===== config.mk =====
export PLATFORM = sky130hd
export DESIGN_NAME = ucf_sequencer
export DESIGN_NICKNAME = d
export VERILOG_FILES = /design/src/ucf_pkg.sv /design/src/ucf_bcd_accum.sv /design/src/ucf_sequencer.sv
export SDC_FILE = /design/constraint.sdc
export NUM_CORES = 1
export LEC_CHECK = 0
export ABC_CLOCK_PERIOD_IN_PS = 8000
export BUFFER_PORTS_ARGS = -buffer_cell sky130_fd_sc_hd__buf_2
export CELL_PAD_IN_SITES_DETAIL_PLACEMENT = 0
export CELL_PAD_IN_SITES_GLOBAL_PLACEMENT = 1
export CORE_UTILIZATION = 35
export CTS_CLUSTER_SIZE = 16
export DETAILED_ROUTE_END_ITERATION = 7
export GPL_ROUTABILITY_DRIVEN = 0
export PLACE_DENSITY = 0.72
export SLEW_MARGIN = 20
export SYNTH_ARGS = -nofsm -noshare
export SYNTH_HDL_FRONTEND = slang
export SYNTH_SLANG_ARGS = --single-unit

===== constraint.sdc =====
create_clock -name sys_clk -period 8 [get_ports sys_clk]
set_input_delay 0.4 -clock sys_clk [delete_from_list [all_inputs] [get_ports sys_clk]]
set_output_delay 0.4 -clock sys_clk [all_outputs]
set_load 0.03 [all_outputs]

===== src/ucf_pkg.sv =====
package ucf_pkg;

    // ------------------------------------------------------------------
    // Timing
    // ------------------------------------------------------------------
    localparam int CLK_PERIOD_NS    = 4;
    localparam int GATE_MIN_NS      = 100000;
    localparam int GATE_BASE_CYCLES = GATE_MIN_NS / CLK_PERIOD_NS;
    localparam int TACH_GATE_NS     = 600000000;
    localparam int TACH_GATE_TICKS  = TACH_GATE_NS / GATE_MIN_NS;
    localparam int DEAD_TIME_NS     = 4000;
    localparam int DEAD_CYCLES      = (DEAD_TIME_NS + CLK_PERIOD_NS - 1) / CLK_PERIOD_NS;
    localparam int LSD_MIN_NS       = 10;

    // ------------------------------------------------------------------
    // Widths and reset values
    // ------------------------------------------------------------------
    localparam int          DISPLAY_DIGITS = 8;
    localparam int          RES_STEPS      = 6;
    localparam logic [2:0]  RES_MAX        = 3'h5;
    localparam logic [31:0] RESULT_RESET   = 32'h0000_0000;

    // ------------------------------------------------------------------
    // Function codes
    // ------------------------------------------------------------------
    typedef enum logic [2:0] {
        FN_FIRST_INPUT_FREQUENCY = 3'h0,
        FN_TACHOMETER_COUNT      = 3'h1,
        FN_HIGH_BAND_FREQUENCY   = 3'h2,
        FN_QUOTIENT              = 3'h3,
        FN_SINGLE_PERIOD         = 3'h4,
        FN_AVERAGED_PERIOD       = 3'h5,
        FN_START_STOP_INTERVAL   = 3'h6
    } ucf_func_t;

    // ------------------------------------------------------------------
    // Sequencer states
    // ------------------------------------------------------------------
    typedef enum logic [3:0] {
        ST_IDLE = 4'h1,
        ST_ARM  = 4'h2,
        ST_GATE = 4'h4,
        ST_DONE = 4'h8
    } ucf_state_t;

endpackage : ucf_pkg


===== src/ucf_bcd_accum.sv =====
`timescale 1ns/1ps
`default_nettype none

module ucf_bcd_accum
    import ucf_pkg::*;
#(
    parameter int DIGITS = DISPLAY_DIGITS
) (
    // Clock and reset
    input  wire logic                  sys_clk,
    input  wire logic                  reset,
    // Control
    input  wire logic                  clear,
    input  wire logic                  inc,
    // State
    output logic [4*DIGITS-1:0]        value_reg,
    output logic                       overflow_reg
);

    initial begin
        if (DIGITS < 1) begin
            $error("ucf_bcd_accum: DIGITS must be at least 1");
        end
    end

    logic [4*DIGITS-1:0] value_next;
    logic                overflow_next;
    logic                carry;

    // ------------------------------------------------------------------
    // Decimal ripple increment
    // ------------------------------------------------------------------
    always_comb begin
        value_next    = value_reg;
        overflow_next = overflow_reg;
        carry         = inc;
        if (clear) begin
            value_next    = '0;
            overflow_next = 1'b0;
        end else begin
            for (int d = 0; d < DIGITS; d++) begin
                if (carry) begin
                    if (value_reg[4*d +: 4] == 4'h9) begin
                        value_next[4*d +: 4] = 4'h0;
                    end else begin
                        value_next[4*d +: 4] = value_reg[4*d +: 4] + 4'h1;
                        carry                = 1'b0;
                    end
                end
            end
            if (carry) begin
                overflow_next = 1'b1;
            end
        end
    end

    always_ff @(posedge sys_clk) begin
        if (reset) begin
            value_reg    <= '0;
            overflow_reg <= 1'b0;
        end else begin
            value_reg    <= value_next;
            overflow_reg <= overflow_next;
        end
    end

endmodule : ucf_bcd_accum

`default_nettype wire


===== src/ucf_sequencer.sv =====
// Summary of operation
// - Frequency gate is 0.1 ms times ten to the resolution step, up to 10 s.
// - First-input frequency counts input edges straight into the display count.
// - Overflow indicator lights when the count passes display capacity.
// - Tachometer gate fixed at 0.6 s; no decimal point, no unit.
// - Optional third input counted over the resolution gate when fitted.
// - Quotient counts first input per second-input gate, shown without unit.
// - Quotient gate opens and closes on second-input events.
// - Single period times from one first-input edge to the next.
// - Single period digit weight is 10 ns up to 1 ms by resolution.
// - Averaged period times ten to the step periods at 10 ns weight.
// - Averaged period serves first-input rates from 5 Hz to 1 MHz.
// - Interval starts on first input and stops on a later stop event.
// - Stop events within 4 us of the start are ignored.
// - Common sharing feeds the first input to the stop path too.
// - Gate indicator is high while counting or timing runs.
// - Accumulator holds eight decades and flags overflow beyond them.
// - Free run restarts a measurement after each one completes.
`timescale 1ns/1ps
`default_nettype none

module ucf_sequencer
    import ucf_pkg::*;
#(
    parameter int unsigned GATE_BASE = GATE_BASE_CYCLES,
    parameter bit          HIGH_BAND_FITTED = 1'b1
) (
    // Clock and reset
    input  wire logic              sys_clk,
    input  wire logic              reset,
    // Conditioned pulse inputs
    input  wire logic              first_input,
    input  wire logic              second_input,
    input  wire logic              third_input,
    // Front panel selectors
    input  wire logic [2:0]        meas_function,
    input  wire logic [2:0]        resolution,
    input  wire logic              input_sharing_select,
    input  wire logic              free_run,
    input  wire logic              measure_request,
    // Display
    output logic [31:0]            result_reg,
    output logic                   result_valid_reg,
    output logic                   overflow_indicator_reg,
    output logic                   gate_indicator_reg,
    output logic                   dp_enable_reg,
    output logic [2:0]             dp_select_reg,
    output logic                   unit_enable_reg
);

    initial begin
        if (GATE_BASE < 1) begin
            $error("ucf_sequencer: GATE_BASE must be at least 1");
        end
    end

    // ------------------------------------------------------------------
    // Helpers
    // ------------------------------------------------------------------
    function automatic logic [31:0] pow10(input logic [2:0] r);
        case (r)
            3'h0:    pow10 = 32'h0000_0001;
            3'h1:    pow10 = 32'h0000_000a;
            3'h2:    pow10 = 32'h0000_0064;
            3'h3:    pow10 = 32'h0000_03e8;
            3'h4:    pow10 = 32'h0000_2710;
            default: pow10 = 32'h0001_86a0;
        endcase
    endfunction : pow10

    function automatic logic is_timed(input logic [2:0] f);
        is_timed = (f == FN_FIRST_INPUT_FREQUENCY) || (f == FN_TACHOMETER_COUNT)
                   || (f == FN_HIGH_BAND_FREQUENCY);
    endfunction : is_timed

    // ------------------------------------------------------------------
    // Edge detection
    // ------------------------------------------------------------------
    logic a_prev_reg, b_prev_reg, c_prev_reg;
    logic a_edge, b_edge, c_edge, stop_edge;

    always_ff @(posedge sys_clk) begin
        if (reset) begin
            a_prev_reg <= 1'b0;
            b_prev_reg <= 1'b0;
            c_prev_reg <= 1'b0;
        end else begin
            a_prev_reg <= first_input;
            b_prev_reg <= second_input;
            c_prev_reg <= third_input;
        end
    end

    assign a_edge    = first_input & ~a_prev_reg;
    assign b_edge    = second_input & ~b_prev_reg;
    assign c_edge    = third_input & ~c_prev_reg;
    assign stop_edge = input_sharing_select ? a_edge : b_edge;

    // ------------------------------------------------------------------
    // Sequencer
    // ------------------------------------------------------------------
    ucf_state_t  state_reg, state_next;
    logic [2:0]  func_reg, func_next;
    logic [2:0]  res_reg, res_next;
    logic [31:0] base_reg, base_next;
    logic [31:0] gate_cnt_reg, gate_cnt_next;
    logic [19:0] phase_reg, phase_next;
    logic [9:0]  dead_reg, dead_next;
    logic [31:0] result_next;
    logic        valid_next, ovf_next, gate_next, dp_en_next, unit_next;
    logic [2:0]  dp_sel_next;
    logic [31:0] target;
    logic [19:0] weight;
    logic [19:0] phase_sum;
    logic        base_tick, time_tick, acc_clear, acc_inc, close;
    logic [31:0] acc_value;
    logic        acc_ovf;

    always_comb begin
        state_next    = state_reg;
        func_next     = func_reg;
        res_next      = res_reg;
        base_next     = base_reg;
        gate_cnt_next = gate_cnt_reg;
        phase_next    = phase_reg;
        dead_next     = dead_reg;
        result_next   = result_reg;
        ovf_next      = overflow_indicator_reg;
        dp_en_next    = dp_enable_reg;
        dp_sel_next   = dp_select_reg;
        unit_next     = unit_enable_reg;
        valid_next    = 1'b0;
        acc_clear     = 1'b0;
        acc_inc       = 1'b0;
        close         = 1'b0;
        base_tick     = 1'b0;
        time_tick     = 1'b0;
        phase_sum     = phase_reg + 20'h4;

        case (func_reg)
            FN_TACHOMETER_COUNT: target = 32'(TACH_GATE_TICKS);
            FN_SINGLE_PERIOD:    target = 32'h0000_0001;
            default:             target = pow10(res_reg);
        endcase
        if (func_reg == FN_AVERAGED_PERIOD) begin
            weight = 20'(LSD_MIN_NS);
        end else begin
            weight = 20'(pow10(res_reg) * 32'(LSD_MIN_NS));
        end

        case (state_reg)
            ST_IDLE: begin
                if ((free_run || measure_request) &&
                    (HIGH_BAND_FITTED || meas_function != FN_HIGH_BAND_FREQUENCY)) begin
                    func_next  = meas_function;
                    res_next   = (resolution > RES_MAX) ? RES_MAX : resolution;
                    acc_clear  = 1'b1;
                    state_next = ST_ARM;
                end
            end
            ST_ARM: begin
                base_next     = '0;
                gate_cnt_next = '0;
                phase_next    = '0;
                dead_next     = 10'(DEAD_CYCLES);
                if (is_timed(func_reg) ||
                    (func_reg == FN_QUOTIENT && b_edge) ||
                    (func_reg != FN_QUOTIENT && a_edge)) begin
                    state_next = ST_GATE;
                end
            end
            ST_GATE: begin
                // Reference-derived ticks
                if (base_reg == 32'(GATE_BASE - 1)) begin
                    base_next = '0;
                    base_tick = 1'b1;
                end else begin
                    base_next = base_reg + 32'h1;
                end
                if (phase_sum >= weight) begin
                    phase_next = phase_sum - weight;
                    time_tick  = 1'b1;
                end else begin
                    phase_next = phase_sum;
                end
                if (dead_reg != 10'h0) begin
                    dead_next = dead_reg - 10'h1;
                end
                case (func_reg)
                    FN_FIRST_INPUT_FREQUENCY, FN_TACHOMETER_COUNT: begin
                        acc_inc = a_edge;
                        close   = base_tick && (gate_cnt_reg + 32'h1 == target);
                        if (base_tick) gate_cnt_next = gate_cnt_reg + 32'h1;
                    end
                    FN_HIGH_BAND_FREQUENCY: begin
                        acc_inc = c_edge;
                        close   = base_tick && (gate_cnt_reg + 32'h1 == target);
                        if (base_tick) gate_cnt_next = gate_cnt_reg + 32'h1;
                    end
                    FN_QUOTIENT: begin
                        acc_inc = a_edge;
                        close   = b_edge && (gate_cnt_reg + 32'h1 == target);
                        if (b_edge) gate_cnt_next = gate_cnt_reg + 32'h1;
                    end
                    FN_START_STOP_INTERVAL: begin
                        acc_inc = time_tick;
                        close   = stop_edge && (dead_reg == 10'h0);
                    end
                    default: begin
                        acc_inc = time_tick;
                        close   = a_edge && (gate_cnt_reg + 32'h1 == target);
                        if (a_edge) gate_cnt_next = gate_cnt_reg + 32'h1;
                    end
                endcase
                if (close) begin
                    state_next = ST_DONE;
                end
            end
            ST_DONE: begin
                result_next = acc_value;
                ovf_next    = acc_ovf;
                valid_next  = 1'b1;
                dp_en_next  = (func_reg != FN_TACHOMETER_COUNT);
                unit_next   = (func_reg != FN_TACHOMETER_COUNT) &&
                              (func_reg != FN_QUOTIENT);
                dp_sel_next = res_reg;
                state_next  = ST_IDLE;
            end
            default: begin
                state_next = ST_IDLE;
            end
        endcase
        gate_next = (state_next == ST_GATE);
    end

    always_ff @(posedge sys_clk) begin
        if (reset) begin
            state_reg              <= ST_IDLE;
            func_reg               <= FN_FIRST_INPUT_FREQUENCY;
            res_reg                <= 3'h0;
            base_reg               <= '0;
            gate_cnt_reg           <= '0;
            phase_reg              <= '0;
            dead_reg               <= '0;
            result_reg             <= RESULT_RESET;
            result_valid_reg       <= 1'b0;
            overflow_indicator_reg <= 1'b0;
            gate_indicator_reg     <= 1'b0;
            dp_enable_reg          <= 1'b0;
            dp_select_reg          <= 3'h0;
            unit_enable_reg        <= 1'b0;
        end else begin
            state_reg              <= state_next;
            func_reg               <= func_next;
            res_reg                <= res_next;
            base_reg               <= base_next;
            gate_cnt_reg           <= gate_cnt_next;
            phase_reg              <= phase_next;
            dead_reg               <= dead_next;
            result_reg             <= result_next;
            result_valid_reg       <= valid_next;
            overflow_indicator_reg <= ovf_next;
            gate_indicator_reg     <= gate_next;
            dp_enable_reg          <= dp_en_next;
            dp_select_reg          <= dp_sel_next;
            unit_enable_reg        <= unit_next;
        end
    end

    // ------------------------------------------------------------------
    // Eight-decade accumulator
    // ------------------------------------------------------------------
    ucf_bcd_accum #(
        .DIGITS       (DISPLAY_DIGITS)
    ) u_accum (
        .sys_clk      (sys_clk),
        .reset        (reset),
        .clear        (acc_clear),
        .inc          (acc_inc),
        .value_reg    (acc_value),
        .overflow_reg (acc_ovf)
    );

    // ------------------------------------------------------------------
    // Checks
    // ------------------------------------------------------------------
    logic [31:0] gate_len_reg;

    always_ff @(posedge sys_clk) begin
        if (reset) begin
            gate_len_reg <= '0;
        end else begin
            gate_len_reg <= (state_reg == ST_GATE) ? gate_len_reg + 32'h1 : '0;
        end
    end
endmodule : ucf_sequencer

`default_nettype wire


==> Yosys cells after proc, flatten, opt, wreduce, memory -nomap -nowiden <==
Index checks and enable logic that the tools add are counted.
{ "op_classes": {"addsub": 13, "n_mul": 1, "magnitude_cmp": 2, "n_eq_ne": 32, "mux": 63, "bitwise_logic": 6, "reduce_logical": 23} }
{ "ops": {"columns": ["op", "count"], "rows": [
  ["2-to-1 mux 32 bit", 5],
  ["case mux 32 bit (2 select lines)", 2],
  ["case mux 32 bit (3 select lines)", 1],
  ["case mux 17 bit (5 select lines)", 1],
  ["adder 32 x 1 -> 32 bit, second input constant", 2],
  ["2-to-1 mux 4 bit", 11],
  ["2-to-1 mux 20 bit", 2],
  ["case mux 20 bit (2 select lines)", 1],
  ["== test 4 bit, second input constant", 9],
  ["case mux 17 bit (2 select lines)", 1],
  ["2-to-1 mux 1 bit", 33],
  ["adder 4 x 1 -> 4 bit, second input constant", 8],
  ["== test 32 x 15 -> 1 bit, second input constant", 1],
  ["== test 32 bit", 1],
  ["multiplier 32 x 3 -> 19 bit, second input constant", 1],
  ["adder 20 x 3 -> 20 bit, second input constant", 1],
  [">= comparator 20 bit", 1],
  ["case mux 10 bit (2 select lines)", 1],
  ["subtractor 20 bit", 1],
  ["== test 3 x 2 -> 1 bit, second input constant", 4],
  ["== test 3 bit, second input constant", 4],
  ["case mux 4 bit (3 select lines)", 1],
  ["zero test 10 bit", 1],
  ["2-to-1 mux 10 bit", 1],
  ["25 further kinds", 46]
]} }
{ "word_totals": {"register_bits": 180, "input_bits": 14, "out_inout_bits": 40, "word_cells": 166} }

==> Longest topological paths before layout <==
Gate-level depths: netlist (run 1).
{ "depth": {"word_depth": 25, "mapped_depth": 24, "ltp_nobuf": 21} }

==> Cells and area by module <==
Synthesis (run 1) repeated with hierarchy kept, for this count alone.
{ "unflattened": {"cells_unflattened": 1442, "hier_area_um2": 11090.6} }
{ "by_module_without_submodules": {"columns": ["module", "n_inst", "cells_per_inst", "area_each_um2", "seq_area_each_um2"], "rows": [
  ["ucf_sequencer", 1, 1235, 9361.5, 2922.8],
  ["ucf_bcd_accum", 1, 207, 1729.2, 660.6]
]} }

==> Worst setup path before layout (run 1) <==
No wires, ideal clock.
{ "synth_path": {"path_kind": "flip-flop to flip-flop", "startpoint": "register res_reg[2]", "endpoint": "register u_accum.value_reg[14]", "setup_ns": 0.128, "t_arrival_ns": 4.856, "t_required_ns": 7.872, "path_slack_ns": 3.016, "stages_incl_launch_ff": 25, "path_buffers": 3, "synth_period_minus_slack_ns": 4.984, "cell_sequence": "dfxtp_1 clkbuf_1 nor2b_1 nor2b_1 ha_1 ha_1 fa_1 a21o_1 a21o_1 a21oi_1 o21ai_0 a31oi_1 xnor2_1 nand2_1 ha_1 nor3_1 o31ai_1 and3_1 o32ai_1 nor2_1 clkbuf_1 clkbuf_1 nand4_1 xnor2_1 nor2_1"} }
{ "synth_between": {"elab_chain_len": 15, "elab_cells_between_ends": 19, "classes_between": "mul: 1; order compare: 1; eq/ne: 4; mux: 12; reduce/logical: 1"} }
{ "synth_rtl": {"columns": ["element", "line_no", "source"], "rows": [
  ["from (decl)", "ucf_sequencer.sv:104", "logic [2:0] res_reg, res_next;"],
  ["from (signal assigned)", "ucf_sequencer.sv:255", "res_reg <= res_next;"],
  ["== test 3 bit (tied with other cells)", "ucf_sequencer.sv:61", "case (r)"],
  ["case mux 17 bit (5 select lines) (*)", "ucf_sequencer.sv:61", null],
  ["2-to-1 mux 32 bit (*)", "ucf_sequencer.sv:145", "if (func_reg == FN_AVERAGED_PERIOD) begin"],
  ["multiplier 32 x 3 -> 19 bit (*)", "ucf_sequencer.sv:148", "weight = 20'(pow10(res_reg) * 32'(LSD_MIN_NS));"],
  ["2-to-1 mux 20 bit (*)", "ucf_sequencer.sv:145", null],
  [">= comparator 20 bit (*)", "ucf_sequencer.sv:180", "if (phase_sum >= weight) begin"],
  ["2-to-1 mux 1 bit (*)", "ucf_sequencer.sv:180", null],
  ["case mux 1 bit (2 select lines) (*)", "ucf_sequencer.sv:189", "case (func_reg)"],
  ["2-to-1 mux 1 bit (*)", "ucf_sequencer.sv:151", "case (state_reg)"],
  ["2-to-1 mux 1 bit (*)", "ucf_bcd_accum.sv:42", "if (carry) begin"],
  ["2-to-1 mux 1 bit (*)", "ucf_bcd_accum.sv:37", "if (clear) begin"],
  ["2-to-1 mux 1 bit (*)", "ucf_bcd_accum.sv:42", null],
  ["2-to-1 mux 1 bit (*)", "ucf_bcd_accum.sv:37", null],
  ["2-to-1 mux 1 bit (*)", "ucf_bcd_accum.sv:42", null],
  ["2-to-1 mux 1 bit (*)", "ucf_bcd_accum.sv:37", null],
  ["to (signal assigned)", "ucf_bcd_accum.sv:62", "value_reg <= value_next;"],
  ["to (decl)", "ucf_bcd_accum.sv:16", "output logic [4*DIGITS-1:0] value_reg,"]
]} }
Every way passes the cells marked *; elsewhere a longest branch is shown, timed or not. The select of a mux whose other input is x is not followed.
A chain may end at the register's enable or synchronous reset.

==> Worst setup path after layout (run 1) <==
{ "layout_path": {"startpoint": "register res_reg[2]", "endpoint": "register phase_reg[17]"} }
{ "layout_between": {"elab_chain_len": 8, "elab_cells_between_ends": 13, "classes_between": "add/sub: 1; mul: 1; order compare: 1; eq/ne: 4; mux: 5; reduce/logical: 1"} }
{ "layout_rtl": {"columns": ["element", "line_no", "source"], "rows": [
  ["== test 3 bit (tied with other cells)", "ucf_sequencer.sv:61", null],
  ["case mux 17 bit (5 select lines) (*)", "ucf_sequencer.sv:61", null],
  ["2-to-1 mux 32 bit (*)", "ucf_sequencer.sv:145", null],
  ["multiplier 32 x 3 -> 19 bit (*)", "ucf_sequencer.sv:148", null],
  ["2-to-1 mux 20 bit (*)", "ucf_sequencer.sv:145", null],
  ["subtractor 20 bit / >= comparator 20 bit (equally long branches)", "ucf_sequencer.sv:181, ucf_sequencer.sv:180", null],
  ["2-to-1 mux 20 bit (*)", "ucf_sequencer.sv:180", null],
  ["case mux 20 bit (2 select lines) (*)", "ucf_sequencer.sv:151", null],
  ["to (signal assigned)", "ucf_sequencer.sv:258", "phase_reg <= phase_next;"],
  ["to (decl)", "ucf_sequencer.sv:107", "logic [19:0] phase_reg, phase_next;"]
]} }
Marked as above.

==> metrics, run 1 <==
Hold Buf Count CTS 0; Max Freq 0.162 GHz; post-CTS setup buffers 0; Setup TNS 0 ns; CP required 8.36 ns; Hold Crit Class input pin to flop; CTS-repair resized insts 0; layout cells sized above 1 8.54%; H-Tree Depth 4; Die X 179 µm; ANT nets after route 0; largest net degree at the start of global routing 95; Slew headroom 28.5%; first-pass GRT wire length 47,200 µm; internal reg-to-reg setup slack 1.84 ns; clock-pin slew on the worst setup and hold paths 0.07 ns; drt drc 12; Initial Util 35.7%; P_leak 0.00449 µW; outcome complete, but fails checks; crit-path most repeated cell a21o_1; Final period util 77.0%; RSZ-0062 raised after global routing false; Max clock buf depth 2; ys flop type dfxtp_1; final setup fails 0; Power, Total 2320 µW; number of distinct library cells after synthesis 78; Pwr Density 192 mW/mm²; Clock Sink Count 179; P&R area growth vs syn 10.2%; endpoints failing hold 0; Layout Skew 0.0142 ns; Syn Nets 1,494; FF+latch count, synth 179; Synth async-reset ratio 0%; Crit. End Element flop; Worst Setup Start Kind flop; port buffer count 53; syn_area_per_cell 7.62 µm²; worst-path cell chain nor3b_1 -> ha_1 -> ha_1 -> a21o_1 -> a21o_1 -> a21o_1 -> a221o_1 -> a22oi_1 -> o21ai_0 -> nand2_1 -> a22o_1 -> ha_1 -> a21oi_1 -> o21ai_0 -> a21o_1 -> o311ai_1 -> nand2_1 -> or4_1 -> o211ai_1; clk root buf clkbuf_16; GR Overflow Total 0; failing checks DRC; slowest CP cell dfxtp_1; Post-DP HPWL 19,800 µm; DRT Wirelength 28,400 µm; CTS tree built; Seq/Total Area, Yosys 32.6%; DRT Pass-1 Iters 7; most common cell after layout, fill and taps aside nand2_1; row count 64; Die H 179 µm; Slowest Stage Delay on Critical Path 0.81 ns; initial DRC count 693; critical path class flop to flop; initial antenna violation count 0; Final Critical Period 6.16 ns; NumNets Final 1,492; most frequent cells in the layout 183 x nand2_1, 179 x dfxtp_1, 147 x nor2_1; total core area 0.0307 mm²; vias in the first global route 9,207; I/O Pins 54; Die ar. 0.0321 mm²; Clk Latency, worst-skew pair 0.44 ns; Synth Instances 1,441; Via density 5.44; CP Data Arrival Time 6.52 ns; Worst Path Buf+Inv 0; Ys Warns 0; routed via count 10,100; Inserted Clock Buffers 17; Routed WL per cell 15.4 µm; Slew @ Worst Pin 1.07 ns; GRT Util Overall 18.0%; crit-path max FO 28; delay-heaviest family, CP compound AO/OA/AOI/OAI gates; ant diodes 0; cell area after synthesis 0.0110 mm²; EDFF count, synth 0; maximum vdd ir drop 162 µV; max-cap viol count 0; final slew viol count 0
[where the power goes]
group | switching, µW | internal, µW
combinational | 331 | 214
sequential | 37.3 | 906
clock | 394 | 439
[metal layers]
| metal | share of wire (%) | track usage (%) | vias up |
|---|---|---|---|
| met5 | 0 | 0 | - |
| met4 | 0.97 | 4.10 | 0 |
| met3 | 2.7 | 2.59 | 17 |
| met2 | 45 | 28.8 | 115 |
| met1 | 52 | 25.4 | 4721 |
| li1 | - | - | 5205 |
[cell type report]
class                      instances  area, µm²
fill                            3209      18700
multi-input combinational       1153       7000
sequential                       179       3580
tap                              396        495
clock buffer                      18        429
timing repair buffer              64        350
clock inverter                    14        145
inverter                          24       90.1
[path summary, 6_finish.rpt]
path | cells after the start | from | to
max | 19 | res_reg[2] | phase_reg[17]
min | 2 | first_input | a_prev_reg
max reg2reg | 19 | res_reg[2] | phase_reg[17]
min reg2reg | 2 | result_reg[24] | result_reg[24]
[cell usage after synthesis (15+ instances only)]
cell / number / area share (%)
mux2i_1: 19 / 1.7
a31oi_1: 15 / 0.85
dfxtp_1: 179 / 33
nor2b_1: 26 / 1.5
o21ai_0: 70 / 3.2
ha_1: 37 / 4.2
or3_1: 19 / 1.1
nor2_1: 148 / 5.1
nand2_1: 183 / 6.3
nor4_1: 16 / 0.91
a21oi_1: 143 / 6.5
xnor2_1: 49 / 3.9
xor2_1: 28 / 2.2
and3_1: 28 / 1.6
a22oi_1: 19 / 1.3
a21o_1: 19 / 1.3
clkbuf_1: 71 / 2.4
nand3_1: 66 / 3.0
nand4_1: 28 / 1.6
inv_1: 23 / 0.79
or4_1: 18 / 1.2
nor3_1: 26 / 1.2
[kinds of logic after synthesis]
group	after synthesis	share of synthesized area, %
simple gates	646	29.7
xor+xnor	78	6.36
compound gates	365	20.6
flops	179	32.6
buf+inv	109	3.86
mux	23	2.14
fa+ha+maj	41	4.76
[stage by stage]
step           hold slack, ns  setup WS, ns  utilization [%]  cell area, µm²  instances
4_1_cts                 0.179          1.88             39.3           12100       1848
5_1_grt                 0.189          1.36             39.3           12100       1848
2_1_floorplan           0.432          3.02                -           11000       1441
6_report                0.190          1.84             39.3           12100       1848
3_5_place_dp            0.443          1.88             37.5           11500       1816
3_3_place_gp            0.440          2.02             37.5           11500       1816
No activity file was read; power rests on OpenSTA's default activity.
==> run 2, diff against run 1 <==
--- a/config.mk
+++ b/config.mk
@@ -5,7 +5,7 @@
 export SDC_FILE = /design/constraint.sdc
 export NUM_CORES = 1
 export LEC_CHECK = 0
-export ABC_CLOCK_PERIOD_IN_PS = 8000
+export ABC_CLOCK_PERIOD_IN_PS = 6000
 export BUFFER_PORTS_ARGS = -buffer_cell sky130_fd_sc_hd__buf_2
 export CELL_PAD_IN_SITES_DETAIL_PLACEMENT = 0
 export CELL_PAD_IN_SITES_GLOBAL_PLACEMENT = 1
==> constraint.sdc (replaced) <==
create_clock -name sys_clk -period 6 [get_ports sys_clk]
set_input_delay 0.3 -clock sys_clk [delete_from_list [all_inputs] [get_ports sys_clk]]
set_output_delay 0.3 -clock sys_clk [all_outputs]
set_load 0.03 [all_outputs]
==> run 2 against run 1 <==
The flow still finishes with violations (DRC); sequential cell count unchanged; routed wire length increased by 1.9%; non-clock buffer count increased by 6; clock skew about the same.
==> metrics, run 2 (same netlist as run 1, synthesis figures left out) <==
Multi-input gate area 0.00700 mm² (unchanged); final slew viol count 0 (unchanged); GR Util met1 25.3% (-0.084 points); maximum vdd ir drop 214 µV (+32%); most common cell after layout, fill and taps aside nand2_1; critical path class flop to flop; Hold Buf Count CTS 0 (unchanged); port buffer count 53 (unchanged); Max clock buf depth 2 (unchanged); GR Util met2 29.7% (+0.90 points); total core area 0.0307 mm² (unchanged); final setup fails 0 (unchanged); combinational power share 24.0% (+0.5 points); RSZ-0062 raised after global routing false; clock-pin slew on the worst setup and hold paths 0.07 ns (about the same); row count 64 (unchanged); Design Area, Final 0.0122 mm² (+0.50%); GR Overflow Total 0 (unchanged); Slew @ Worst Pin 1.09 ns (+0.0252 ns); most frequent cells in the layout 183 x nand2_1, 179 x dfxtp_1, 146 x nor2_1; clock share of power 36.3% (+0.4 points); Clk Latency, worst-skew pair 0.45 ns (about the same); DRT Wirelength 29,000 µm (+1.9%); GRT Util Overall 18.5% (+0.43 points); Via density 5.50 (+1.0%); cell-internal power 2100 µW (+35%); Die ar. 0.0321 mm² (unchanged); ant diodes 0 (unchanged); Filler Cell Count 3,252 (+1.3%); most used routing layer met2; largest net degree at the start of global routing 92 (-3.2%); Max Freq 0.186 GHz (+14%); first-pass GRT wire length 47,700 µm (+1.1%); CTS-repair resized insts 0 (unchanged); Placed Area 0.0116 mm² (+0.41%); P_leak 0.00453 µW (+0.90%); Die H 179 µm (unchanged); endpoints failing hold 0 (unchanged); DRT Pass-1 Iters 7 (unchanged); outcome complete, but fails checks; Pwr Density 259 mW/mm² (+35%); GRT met3 Usage 3.14% (+0.55 points); CP required 6.38 ns (-1.98 ns); initial antenna violation count 0 (unchanged); Post-DP HPWL 19,900 µm (+0.83%); Sequential Power Share 39.6% (-1.0 points); Initial Util 35.7% (unchanged); failing checks DRC; max-cap viol count 0 (unchanged); NumNets Final 1,498 (+0.40%); Inserted Clock Buffers 17 (unchanged); ANT nets after route 0 (unchanged); Die X 179 µm (unchanged); post-CTS setup buffers 0 (unchanged); Crit. End Element flop; layout cells sized above 1 8.92% (+0.38 points); Setup TNS 0 ns (unchanged); crit-path max FO 23 (-18%); Sw Ratio 33.1% (+0.29 points); CP Data Arrival Time 5.76 ns (-0.76 ns); Hold Crit Class input pin to flop; Layout Skew 0.0145 ns (+0.000215 ns); H-Tree Depth 4 (unchanged); Worst Setup Start Kind flop; I/O Pins 54 (unchanged); net switching power 1040 µW (+37%); Slew headroom 26.9% (-1.7 points); register area 0.00358 mm² (unchanged); CTS tree built; routed via count 10,200 (+1.4%); slowest CP cell dfxtp_1; Final Critical Period 5.39 ns (-0.775 ns); Routed WL per cell 15.6 µm (+1.6%); Final period util 89.8% (+13 points); Slowest Stage Delay on Critical Path 0.68 ns (-0.13 ns); vias in the first global route 9,210 (+0.033%); worst-path cell chain nand2b_1 -> nor2_1 -> ha_1 -> fa_1 -> a21o_1 -> a21o_1 -> a21oi_1 -> o21ai_0 -> a31oi_1 -> xnor2_1 -> nand2_1 -> ha_1 -> nor3_1 -> o31ai_1 -> and3_1 -> o32ai_1 -> nor2_1 -> buf_4 -> nand4b_1 -> or4_1 -> a21oi_1; P&R area growth vs syn 10.7%; clk root buf clkbuf_16; Clock Sink Count 179 (unchanged); initial DRC count 561 (-19%); drt drc 12 (unchanged)
==> run 2: final timing paths <==
| path | startpoint | to | slack [ns] | cells after the start |
|---|---|---|---|---|
| setup / recovery | res_reg[1] | u_accum.value_reg[22] | 0.61 | 21 |
| hold / removal | first_input | a_prev_reg | 0.08 | 2 |
| setup reg to reg | res_reg[1] | u_accum.value_reg[22] | 0.61 | 21 |
| hold reg to reg | result_reg[21] | result_reg[21] | 0.45 | 2 |
==> run 2: power by group through the flow <==
stage,clock network (µW),logic [µW],registers (µW)
after floorplan,0,579,1250
after global placement,0,750,1270
after detailed placement,0,751,1270
after CTS,1180,756,1240
after global routing,1230,831,1250
final,1140,755,1250
==> run 2: through the flow <==
stage / hold WS [ns] / total power (µW) / std cells / setup WS [ns] / util (%)
6_report: 0.0795 / 3140 / 1854 / 0.613 / 39.5
5_1_grt: 0.0944 / 3310 / 1854 / 0.162 / 39.5
4_1_cts: 0.0631 / 3180 / 1854 / 0.693 / 39.5
3_5_place_dp: 0.443 / 2020 / 1822 / 0.709 / 37.6
3_3_place_gp: 0.439 / 2020 / 1822 / 0.793 / 37.6
2_1_floorplan: 0.428 / 1830 / 1441 / 1.02 / -
==> run 2: layout make-up <==
class / instances / share of cell area [%]
inverter: 24 / 0.741
clock buffer: 19 / 3.64
clock inverter: 13 / 1.20
tap: 396 / 4.08
timing repair buffer: 70 / 3.25
sequential: 179 / 29.5
multi-input combinational: 1153 / 57.6
==> run 2: layer usage <==
layer	share of wire (%)	wire (µm)
met2	45	13100
met5	0	0
met3	4.0	1160
met1	50	14400
met4	1.2	354
==> run 2: worst max-delay path, delay by kind of cell (launching register included) <==
kind                       cells  cell delay [ns]
and+or+nand+nor                8             1.63
buffers and inverters          1             0.26
xor gates and xnor gates       1             0.13
adders and majority gates      3             1.16
AOI/OAI and AO/OA              8             1.44
DFF                            1             0.68
